==> src/inc/ilc_pkg.sv <==
// Package for the in-band loop code and error count control block
package ilc_pkg;
  localparam int ADDR_W = 8;
  localparam int DATA_W = 8;
  // Register offsets
  localparam logic [7:0] OFS_PATTERN = 8'h0D;
  localparam logic [7:0] OFS_LENGTH = 8'h0F;
  localparam logic [7:0] OFS_TX_CODE = 8'h10;
  localparam logic [7:0] OFS_ACT_CODE = 8'h11;
  localparam logic [7:0] OFS_DEACT_CODE = 8'h12;
  localparam logic [7:0] OFS_CTL = 8'h13;
  localparam logic [7:0] OFS_CNT_LOW = 8'h18;
  localparam logic [7:0] OFS_CNT_HIGH = 8'h19;
  // Field positions
  localparam int CTL_VIOL = 6;
  localparam int CTL_PERR = 5;
  localparam int CTL_EXZ = 4;
  localparam int CTL_TYPE = 2;
  localparam int CTL_MODE = 1;
  localparam int CTL_TRF = 0;
  localparam int LEN_TX = 4;
  localparam int LEN_ACT = 2;
  localparam int LEN_DEACT = 0;
  localparam int TRANSMIT_PATTERN_SELECT_POS = 5;
  localparam logic [7:0] CTL_WMASK = 8'h7F;
  localparam logic [7:0] LEN_WMASK = 8'h3F;
  // Values after reset
  localparam logic [7:0] TX_CODE_RST = 8'h01;
  localparam logic [7:0] ACT_CODE_RST = 8'h01;
  localparam logic [7:0] DEACT_CODE_RST = 8'h09;
  localparam logic [7:0] LEN_RST = 8'h01;
  localparam logic [14:0] PRBS_SEED = 15'h7FFF;
  localparam logic [15:0] CNT_MAX = 16'hFFFF;
  localparam logic [2:0] CODE_MIN_TOP = 3'h4;
  // Timing: one-second report period at a 50 ns clock
  localparam int SECOND_NS = 1_000_000_000;
  localparam int CLK_NS = 50;
  localparam int SECOND_CYCLES = SECOND_NS / CLK_NS;
  localparam int FIFO_DEPTH = 16;
  localparam int FIFO_W = 1;

  typedef enum logic [1:0] {
    TRANSMIT_PATTERN_SELECT_NORMAL = 2'b00, TRANSMIT_PATTERN_SELECT_ONES = 2'b01, TRANSMIT_PATTERN_SELECT_PRBS = 2'b10, TRANSMIT_PATTERN_SELECT_CODE = 2'b11
  } ilc_transmit_pattern_select_e;
  typedef enum logic [1:0] {
    ERR_PATTERN = 2'b00, ERR_EXZ = 2'b01, ERR_VIOL = 2'b10, ERR_BOTH = 2'b11
  } ilc_err_e;

  typedef struct packed {
    logic [ADDR_W-1:0] addr;
    logic [DATA_W-1:0] wdata;
    logic wr;
    logic rd;
  } ilc_bus_s;
  typedef struct packed {
    logic pattern;
    logic exz_ansi;
    logic exz_fcc;
    logic violation;
  } ilc_rx_err_s;
  typedef struct packed {
    logic [7:0] act_code;
    logic [1:0] act_len;
    logic [7:0] deact_code;
    logic [1:0] deact_len;
    logic exz_fcc;
  } ilc_codes_s;
  typedef struct packed {
    logic [7:0] tx_code;
    logic [7:0] act_code;
    logic [7:0] deact_code;
    logic [7:0] lens;
    logic [7:0] ctl;
    logic [1:0] transmit_pattern_select;
    logic [15:0] count;
    logic [15:0] result;
    logic [14:0] prbs;
    logic [2:0] code_idx;
    logic bpv_arm;
    logic err_arm;
    logic tx_data;
    logic tx_valid;
    logic tx_bpv;
    logic [7:0] rdata;
    logic [24:0] sec_cnt;
  } ilc_state_s;
  localparam ilc_state_s STATE_RST = '{tx_code: TX_CODE_RST, act_code: ACT_CODE_RST,
    deact_code: DEACT_CODE_RST, lens: LEN_RST, prbs: PRBS_SEED, code_idx: CODE_MIN_TOP,
    default: '0};
endpackage : ilc_pkg

==> src/rtl/ilc_top.sv <==
// Loop code registers, error insertion, error counter and transmit FIFO
`timescale 1ns/1ps
// Notes on behaviour
// - Transmit loop code is 8 bits, resets to 00000001.
// - Repeating code uses the low bits chosen by the length, 5 to 8.
// - Receive activate code is 8 bits, resets to 00001.
// - Receive deactivate code is 8 bits, resets to 001001.
// - Rising violation insert bit injects exactly one bipolar violation.
// - Rising pattern error insert bit inverts exactly one PRBS bit.
// - Excess-zero select 0 uses ANSI, 1 uses FCC definition.
// - Error type picks pattern, excess-zero, violation, or violation plus excess-zero.
// - Counter mode 0 is manual report, 1 is automatic report.
// - Rising transfer bit copies count to results and restarts the counter from that cycle's errors.
// - Control register resets to zero; its top bit is reserved.
// - Transmit length field 00..11 gives 5..8 bits, default 5.
// - Receive lengths use same coding; activate defaults 5, deactivate 6.
// - Pattern select 11 sends the transmit loop code repeatedly.

// Small FIFO between the system side and the transmit line
module ilc_fifo
  import ilc_pkg::*;
#(
  parameter int WIDTH = FIFO_W,
  parameter int DEPTH = FIFO_DEPTH
) (
  // Clock and reset
  input wire logic clk,
  input wire logic rst_n,
  // Filling side
  input wire logic in_valid,
  output logic in_ready,
  input wire logic [WIDTH-1:0] in_data,
  // Draining side
  output logic out_valid,
  input wire logic out_ready,
  output logic [WIDTH-1:0] out_data
);
  localparam int AW = $clog2(DEPTH);
  typedef struct packed {
    logic [DEPTH-1:0][WIDTH-1:0] mem;
    logic [AW-1:0] wp;
    logic [AW-1:0] rp;
    logic [AW:0] fill;
    logic full;
    logic empty;
  } ilc_fifo_s;
  ilc_fifo_s st_reg;
  ilc_fifo_s st_next;
  logic push;
  logic pop;
  logic [AW:0] fill_n;

  // Full and empty are registered so ready never depends on the far side
  always_comb begin
    st_next = st_reg;
    push = in_valid && !st_reg.full;
    pop = out_ready && !st_reg.empty;
    fill_n = st_reg.fill + (AW+1)'(push) - (AW+1)'(pop);
    if (push) begin
      st_next.mem[st_reg.wp] = in_data;
      st_next.wp = st_reg.wp + 1'b1;
    end
    if (pop) begin
      st_next.rp = st_reg.rp + 1'b1;
    end
    st_next.fill = fill_n;
    st_next.full = (fill_n == (AW+1)'(DEPTH));
    st_next.empty = (fill_n == '0);
  end

  // State register
  always_ff @(posedge clk) begin
    if (!rst_n) begin
      st_reg <= '{empty: 1'b1, default: '0};
    end else begin
      st_reg <= st_next;
    end
  end

  assign in_ready = !st_reg.full;
  assign out_valid = !st_reg.empty;
  assign out_data = st_reg.mem[st_reg.rp];
endmodule : ilc_fifo

// Register bank and line-side maintenance logic
module ilc_top
  import ilc_pkg::*;
#(
  parameter int SECOND_LEN = SECOND_CYCLES
) (
  // Clock and reset
  input wire logic clk,
  input wire logic rst_n,
  // Register port
  input wire ilc_bus_s bus,
  output logic [DATA_W-1:0] rdata,
  // System transmit data
  input wire logic sys_valid,
  output logic sys_ready,
  input wire logic sys_data,
  // Transmit line, one bit per line_tick
  input wire logic line_tick,
  output logic line_tx_valid,
  output logic line_tx_data,
  output logic line_tx_bpv,
  // Receive errors and code settings for the detector
  input wire ilc_rx_err_s rx_err,
  output ilc_codes_s codes
);
  ilc_state_s st_reg;
  ilc_state_s st_next;
  logic fifo_valid;
  logic fifo_data;
  logic fifo_take;
  logic viol_rise;
  logic perr_rise;
  logic trf_rise;
  logic expiry;
  logic transfer;
  logic exz_evt;
  logic [1:0] inc;
  logic [16:0] sum;

  // Top index of the repeating code for a length field
  function automatic logic [2:0] code_top(input logic [1:0] len);
    code_top = CODE_MIN_TOP + {1'b0, len};
  endfunction : code_top

  ilc_fifo #(.WIDTH(FIFO_W), .DEPTH(FIFO_DEPTH)) u_fifo (
    .clk(clk),
    .rst_n(rst_n),
    .in_valid(sys_valid),
    .in_ready(sys_ready),
    .in_data(sys_data),
    .out_valid(fifo_valid),
    .out_ready(fifo_take),
    .out_data(fifo_data)
  );

  // FIFO drains only while normal data is sent; other patterns stall it
  assign fifo_take = line_tick && (ilc_transmit_pattern_select_e'(st_reg.transmit_pattern_select) == TRANSMIT_PATTERN_SELECT_NORMAL);

  always_comb begin
    st_next = st_reg;
    viol_rise = 1'b0;
    perr_rise = 1'b0;
    trf_rise = 1'b0;
    // Register writes; insert and transfer act on a 0 to 1 change only
    if (bus.wr) begin
      case (bus.addr)
        OFS_PATTERN: st_next.transmit_pattern_select = bus.wdata[TRANSMIT_PATTERN_SELECT_POS+:2];
        OFS_LENGTH: st_next.lens = bus.wdata & LEN_WMASK;
        OFS_TX_CODE: st_next.tx_code = bus.wdata;
        OFS_ACT_CODE: st_next.act_code = bus.wdata;
        OFS_DEACT_CODE: st_next.deact_code = bus.wdata;
        OFS_CTL: begin
          st_next.ctl = bus.wdata & CTL_WMASK;
          viol_rise = bus.wdata[CTL_VIOL] && !st_reg.ctl[CTL_VIOL];
          perr_rise = bus.wdata[CTL_PERR] && !st_reg.ctl[CTL_PERR];
          trf_rise = bus.wdata[CTL_TRF] && !st_reg.ctl[CTL_TRF];
        end
        default: ;
      endcase
    end
    // Transmit bit selection, one bit per line tick
    st_next.tx_valid = line_tick;
    st_next.tx_bpv = 1'b0;
    if (line_tick) begin
      st_next.tx_bpv = st_reg.bpv_arm;
      st_next.bpv_arm = 1'b0;
      case (ilc_transmit_pattern_select_e'(st_reg.transmit_pattern_select))
        // Underrun sends zero rather than stalling the line
        TRANSMIT_PATTERN_SELECT_NORMAL: st_next.tx_data = fifo_valid && fifo_data;
        TRANSMIT_PATTERN_SELECT_ONES: st_next.tx_data = 1'b1;
        TRANSMIT_PATTERN_SELECT_PRBS: begin
          st_next.tx_data = st_reg.prbs[14] ^ st_reg.err_arm;
          st_next.err_arm = 1'b0;
          st_next.prbs = {st_reg.prbs[13:0], st_reg.prbs[14] ^ st_reg.prbs[13]};
        end
        TRANSMIT_PATTERN_SELECT_CODE: begin
          st_next.tx_data = st_reg.tx_code[st_reg.code_idx];
          st_next.code_idx = (st_reg.code_idx == 3'h0) ?
            code_top(st_reg.lens[LEN_TX+:2]) : st_reg.code_idx - 3'h1;
        end
        default: st_next.tx_data = 1'b0;
      endcase
    end
    // Outside code mode the index waits at the first bit of the code
    if (ilc_transmit_pattern_select_e'(st_reg.transmit_pattern_select) != TRANSMIT_PATTERN_SELECT_CODE) begin
      st_next.code_idx = code_top(st_reg.lens[LEN_TX+:2]);
    end
    // Arming after the tick lets a new request win over the consume
    if (viol_rise) begin
      st_next.bpv_arm = 1'b1;
    end
    if (perr_rise) begin
      st_next.err_arm = 1'b1;
    end
    exz_evt = st_reg.ctl[CTL_EXZ] ? rx_err.exz_fcc : rx_err.exz_ansi;
    case (ilc_err_e'(st_reg.ctl[CTL_TYPE+:2]))
      ERR_PATTERN: inc = {1'b0, rx_err.pattern};
      ERR_EXZ: inc = {1'b0, exz_evt};
      ERR_VIOL: inc = {1'b0, rx_err.violation};
      ERR_BOTH: inc = {1'b0, rx_err.violation} + {1'b0, exz_evt};
      default: inc = 2'b00;
    endcase
    // One-second timer runs always; only automatic mode uses it
    expiry = (st_reg.sec_cnt == 25'(SECOND_LEN - 1));
    st_next.sec_cnt = expiry ? '0 : st_reg.sec_cnt + 25'h000_0001;
    transfer = trf_rise || (st_reg.ctl[CTL_MODE] && expiry);
    sum = {1'b0, st_reg.count} + {15'h0000, inc};
    if (transfer) begin
      st_next.result = st_reg.count;
      st_next.count = {14'h0000, inc};
    end else begin
      st_next.count = sum[16] ? CNT_MAX : sum[15:0];
    end
    // Read data stands only in the cycle after the strobe
    st_next.rdata = '0;
    if (bus.rd) begin
      case (bus.addr)
        OFS_PATTERN: st_next.rdata = {1'b0, st_reg.transmit_pattern_select, 5'h00};
        OFS_LENGTH: st_next.rdata = st_reg.lens;
        OFS_TX_CODE: st_next.rdata = st_reg.tx_code;
        OFS_ACT_CODE: st_next.rdata = st_reg.act_code;
        OFS_DEACT_CODE: st_next.rdata = st_reg.deact_code;
        OFS_CTL: st_next.rdata = st_reg.ctl;
        OFS_CNT_LOW: st_next.rdata = st_reg.result[7:0];
        OFS_CNT_HIGH: st_next.rdata = st_reg.result[15:8];
        default: st_next.rdata = '0;
      endcase
    end
  end

  always_ff @(posedge clk) begin
    if (!rst_n) begin
      st_reg <= STATE_RST;
    end else begin
      st_reg <= st_next;
    end
  end

  // Outputs straight from state flops
  assign rdata = st_reg.rdata;
  assign line_tx_valid = st_reg.tx_valid;
  assign line_tx_data = st_reg.tx_data;
  assign line_tx_bpv = st_reg.tx_bpv;
  assign codes = '{act_code: st_reg.act_code, act_len: st_reg.lens[LEN_ACT+:2],
    deact_code: st_reg.deact_code, deact_len: st_reg.lens[LEN_DEACT+:2],
    exz_fcc: st_reg.ctl[CTL_EXZ]};
endmodule : ilc_top

==> config.mk <==
export PLATFORM = sky130hd
export DESIGN_NAME = ilc_top
export DESIGN_NICKNAME = d
export VERILOG_FILES = /design/src/inc/ilc_pkg.sv /design/src/rtl/ilc_top.sv
export SDC_FILE = /design/constraint.sdc
export NUM_CORES = 1
export LEC_CHECK = 0
export BUFFER_PORTS_ARGS = -buffer_cell sky130_fd_sc_hd__buf_2
export CAP_MARGIN = 20
export CORE_MARGIN = 2
export CORE_UTILIZATION = 35
export DETAILED_ROUTE_END_ITERATION = 8
export PLACE_DENSITY = 0.55
export RECOVER_POWER = 25
export SYNTH_ARGS = -nofsm -noshare
export SYNTH_HDL_FRONTEND = slang
export SYNTH_SLANG_ARGS = --single-unit
==> constraint.sdc <==
create_clock -name clk -period 2.75 [get_ports clk]
set_input_delay 0.1375 -clock clk [delete_from_list [all_inputs] [get_ports clk]]
set_output_delay 0.1375 -clock clk [all_outputs]
set_load 0.01 [all_outputs]
==> report_table.html <==
<table>
<tr><th>Metric</th><th>Value</th></tr>
<tr><th colspan="2">Layout</th></tr>
<tr><td>Reg area</td><td>3160 um2</td></tr>
<tr><td>Number of filler instances in the final layout</td><td>2133</td></tr>
<tr><td>Total inserted antenna cells</td><td>0</td></tr>
<tr><td>Footprint of the multi-input gates</td><td>3840 um2</td></tr>
<tr><td>Max FFs per register</td><td>95</td></tr>
<tr><td>Number of standard cells in the final layout excluding fillers</td><td>1146</td></tr>
<tr><td>Most frequent standard cell in the layout excluding fill and tap cells</td><td>sky130_fd_sc_hd__dfxtp_1</td></tr>
<tr><td>Share of layout cells above drive strength 1</td><td>14.5%</td></tr>
<tr><td>Area growth from synthesis to layout</td><td>13.4%</td></tr>
<tr><td>Top library cells by usage in the layout, fill and taps aside</td><td>sky130_fd_sc_hd__dfxtp_1 (157), sky130_fd_sc_hd__nor2_1 (92), sky130_fd_sc_hd__nand2_1 (89), sky130_fd_sc_hd__a21oi_1 (56), sky130_fd_sc_hd__nand3_1 (51)</td></tr>
<tr><td>Core occupancy in the finished layout</td><td>40.4%</td></tr>
<tr><td>Nets</td><td>903</td></tr>
<tr><th colspan="2">Setup path</th></tr>
<tr><td>Critical register-to-register path endpoint</td><td>st_reg[78]</td></tr>
<tr><td>Highest net fanout along the worst path</td><td>11</td></tr>
<tr><td>Crit Path Category</td><td>reg -&gt; reg</td></tr>
<tr><td>Category of the worst setup path capture point</td><td>flop</td></tr>
<tr><td>Arrival time of the worst setup path</td><td>3.16 ns</td></tr>
<tr><td>Depth of the most critical reg-to-reg path</td><td>10</td></tr>
<tr><td>Launching point of the worst reg2reg path</td><td>codes[0]</td></tr>
<tr><td>CP required</td><td>3.11 ns</td></tr>
<tr><td>Setup slack on the worst flop-to-flop path</td><td>-0.05 ns</td></tr>
<tr><td>CP Launch Type</td><td>flop</td></tr>
<tr><th colspan="2">Synth</th></tr>
<tr><td>Mean cell area of the mapped netlist</td><td>8.95 um2</td></tr>
<tr><td>Post-synth EDFFs</td><td>0</td></tr>
<tr><td>Top cell type by total area after synthesis</td><td>sky130_fd_sc_hd__dfxtp_1</td></tr>
<tr><td>Most used flip-flop cell after synthesis</td><td>sky130_fd_sc_hd__dfxtp_1</td></tr>
<tr><td>Sequential area share after synthesis</td><td>42.3%</td></tr>
<tr><td>Net count after synthesis</td><td>880</td></tr>
<tr><td>Netlist cell types</td><td>64</td></tr>
<tr><td>Post-synthesis instance total</td><td>835</td></tr>
<tr><td>Post-synth design cell area</td><td>7470 um2</td></tr>
<tr><td>Share of the synthesized area in the top cell type</td><td>42.3%</td></tr>
<tr><td>Syn. warnings</td><td>0</td></tr>
<tr><td>Post-synth ARST share</td><td>0%</td></tr>
<tr><td>Cells taking the most area after synthesis</td><td>sky130_fd_sc_hd__dfxtp_1 (42%), sky130_fd_sc_hd__mux2i_1 (6.7%), sky130_fd_sc_hd__nor2_1 (4.6%), sky130_fd_sc_hd__nand2_1 (4.5%), sky130_fd_sc_hd__a21oi_1 (4.1%)</td></tr>
<tr><td>Seq cells post-synth</td><td>158</td></tr>
<tr><th colspan="2">Drt</th></tr>
<tr><td>Number of design-rule violations left by the first detailed-router iteration</td><td>392</td></tr>
<tr><td>Count of antenna-violating nets left after detailed routing</td><td>0</td></tr>
<tr><td>Final routed wire length divided by cell count</td><td>15.4 um</td></tr>
<tr><td>Routed WL</td><td>17700 um</td></tr>
<tr><td>First-pass iteration count of the detailed router</td><td>4</td></tr>
<tr><td>Count of vias placed by the detailed router</td><td>5797</td></tr>
<tr><td>Vias/cell</td><td>5.06</td></tr>
<tr><td>Remaining DRCs</td><td>0</td></tr>
<tr><th colspan="2">Hold path</th></tr>
<tr><td>Number of cells on the worst hold path</td><td>3</td></tr>
<tr><td>Hold Path Class</td><td>in -&gt; reg</td></tr>
<tr><td>Min-delay src</td><td>bus[8]</td></tr>
<tr><td>Worst Hold Endpoint</td><td>st_reg[89]</td></tr>
<tr><th colspan="2">Clocking</th></tr>
<tr><td>Sink count of the clock tree</td><td>158</td></tr>
<tr><td>Clock tree from TritonCTS</td><td>done</td></tr>
<tr><td>Clock-pin slew reported for the worst setup and hold paths after clock tree synthesis</td><td>0.07 ns</td></tr>
<tr><td>Number of buffers added by the clock tree synthesis step</td><td>17</td></tr>
<tr><td>Clock root cell</td><td>sky130_fd_sc_hd__clkbuf_16</td></tr>
<tr><td>Clock H-tree levels</td><td>4</td></tr>
<tr><td>Deepest clock path buffer count</td><td>2</td></tr>
<tr><td>Insertion delay of the later-clocked pin in the worst-skew pair</td><td>0.43 ns</td></tr>
<tr><th colspan="2">Timing</th></tr>
<tr><td>Slew at the pin closest to its max-slew limit</td><td>0.778 ns</td></tr>
<tr><td>Clock skew after layout</td><td>0.0147 ns</td></tr>
<tr><td>Final worst-path setup slack</td><td>-0.0511 ns</td></tr>
<tr><td>Number of slew-limit violations in the final report</td><td>0</td></tr>
<tr><td>Setup repair after global routing missed its margin</td><td>yes</td></tr>
<tr><td>Final setup violation count</td><td>13</td></tr>
<tr><td>Max-slew headroom</td><td>48.1%</td></tr>
<tr><td>Max Clock Freq</td><td>357 MHz</td></tr>
<tr><td>Hold violation total from the final report</td><td>0</td></tr>
<tr><td>Fin crit period</td><td>2.80 ns</td></tr>
<tr><td>Final cycle utilization of the critical path</td><td>102%</td></tr>
<tr><th colspan="2">Placed design</th></tr>
<tr><td>Detailed placement HPWL</td><td>12400 um</td></tr>
<tr><td>Port buffer count</td><td>59</td></tr>
<tr><td>Final RePlAce weighted congestion</td><td>0.778</td></tr>
<tr><td>Placed cell count</td><td>1112</td></tr>
<tr><th colspan="2">Die</th></tr>
<tr><td>Full die area</td><td>22500 um2</td></tr>
<tr><td>Die Ht</td><td>150 um</td></tr>
<tr><td>Starting density of the core</td><td>35.7%</td></tr>
<tr><td>Horizontal extent of the die</td><td>150 um</td></tr>
<tr><td>Std cell rows</td><td>53</td></tr>
<tr><td>I/O pin count</td><td>60</td></tr>
<tr><td>Core Region</td><td>21000 um2</td></tr>
<tr><th colspan="2">Outcome</th></tr>
<tr><td>Failing checks</td><td>negative setup slack</td></tr>
<tr><td>Status</td><td>complete, but fails checks</td></tr>
<tr><th colspan="2">Global route</th></tr>
<tr><td>Number of antenna violations at the first check in global routing</td><td>0</td></tr>
<tr><td>Overall Global Routing Usage</td><td>16.3%</td></tr>
<tr><td>Global-route wire length before repair</td><td>28500 um</td></tr>
<tr><td>Overflow left after global routing</td><td>0</td></tr>
<tr><td>Pin count of the biggest net entering global routing</td><td>52</td></tr>
<tr><td>Vias in the first global route</td><td>5408</td></tr>
<tr><th colspan="2">Flow run</th></tr>
<tr><td>Max-capacitance violation count</td><td>0</td></tr>
<tr><th colspan="2">Pwr</th></tr>
<tr><td>Peak ir drop on the vdd network</td><td>0.420 mV</td></tr>
<tr><td>Static power due to leakage</td><td>3.07 nW</td></tr>
<tr><td>Design Power</td><td>5.43 mW</td></tr>
<tr><td>Total power density per cell area</td><td>641 nW/um2</td></tr>
</table>
cells in the mapped netlist (all sizes together), types with 16 or more instances:
library cell and count:
dfxtp 158, nor2 92, nand2 89, a21oi 61, nand3 53, mux2i 50, buf 48, clkbuf 28
o21ai 28, xor2 26, inv 23, xnor2 19, ha 16, nand4 16
critical path, stage by stage, from the launching register on:
cell and delay, ns:
sky130_fd_sc_hd__dfxtp_2 0.33, sky130_fd_sc_hd__mux2_4 0.32, sky130_fd_sc_hd__ha_4 0.26, sky130_fd_sc_hd__mux4_2 0.26
sky130_fd_sc_hd__ha_4 0.14, sky130_fd_sc_hd__inv_2 0.04, sky130_fd_sc_hd__fa_2 0.38, sky130_fd_sc_hd__or2_4 0.25
sky130_fd_sc_hd__or4_4 0.46, sky130_fd_sc_hd__buf_12 0.17, sky130_fd_sc_hd__a21oi_1 0.11
metal layers:
| metal | global-route usage, % | wire length (um) |
|---|---|---|
| met1 | 23.5 | 9040 |
| met2 | 24.4 | 7750 |
| met3 | 3.97 | 727 |
| met4 | 4.25 | 163 |
| met5 | 0 | 0 |
final cells by class:
cell class                      instances  share of cell area [%]
Multi-Input combinational cell        578                    45.3
Clock inverter                         15                    2.10
Sequential cell                       158                    37.3
Tap cell                              275                    4.06
Timing Repair Buffer                   80                    5.15
Clock buffer                           17                    5.02
Inverter                               23                    1.02
logic make-up after synthesis:
group	count (synthesis)	synth area share, %
AND/OR/NAND/NOR	322	21.9
flip-flops	158	42.3
AO/OA/AOI/OAI	128	9.88
buffers and inverters	99	7.28
multiplexers	65	10.2
XOR/XNOR	45	5.27
adder cells (fa/ha/maj)	18	3.21
metrics by stage:
step	hold slack (ns)	setup TNS (ns)	area [um2]	setup WS, ns
6_report	0.0149	-0.520	8470	-0.0511
5_1_grt	0.00439	-1.56	8470	-0.138
4_1_cts	0.00746	-0.689	8510	-0.0639
3_5_place_dp	0.416	-0.746	7850	-0.0767
3_3_place_gp	0.409	-0.199	7850	-0.0247
2_1_floorplan	0.263	0	7500	0.0135
how the worst max path moves through the flow:
stage / startpoint / end / slack (ns) / cells after the start
global placement: codes[0] / st_reg[80] / -0.02 / 10
floorplan: codes[0] / st_reg[75] / 0.01 / 10
global route: codes[0] / st_reg[78] / -0.14 / 10
CTS: codes[0] / st_reg[78] / -0.06 / 10
detailed placement: codes[0] / st_reg[73] / -0.08 / 9
finish: codes[0] / st_reg[78] / -0.05 / 10
what timing repair did:
item / in CTS / in global routing
hold buffers: 1 / 0
hold endpoints to repair: 3 / 0
endpoints found under the setup margin: 13 / 15
gates resized for setup: 6 / 3
buffers inserted: 1 / 0
cloned: 0 / 0
pin swaps: 1 / 0
power breakdown:
group | internal (mW) | total (mW) | switching (mW) | leakage [nW]
clock network | 1.30 | 2.40 | 1.10 | 0.281
registers | 2.36 | 2.43 | 0.0661 | 1.28
logic | 0.275 | 0.607 | 0.332 | 1.51
No activity file was read; power rests on OpenSTA's default activity.
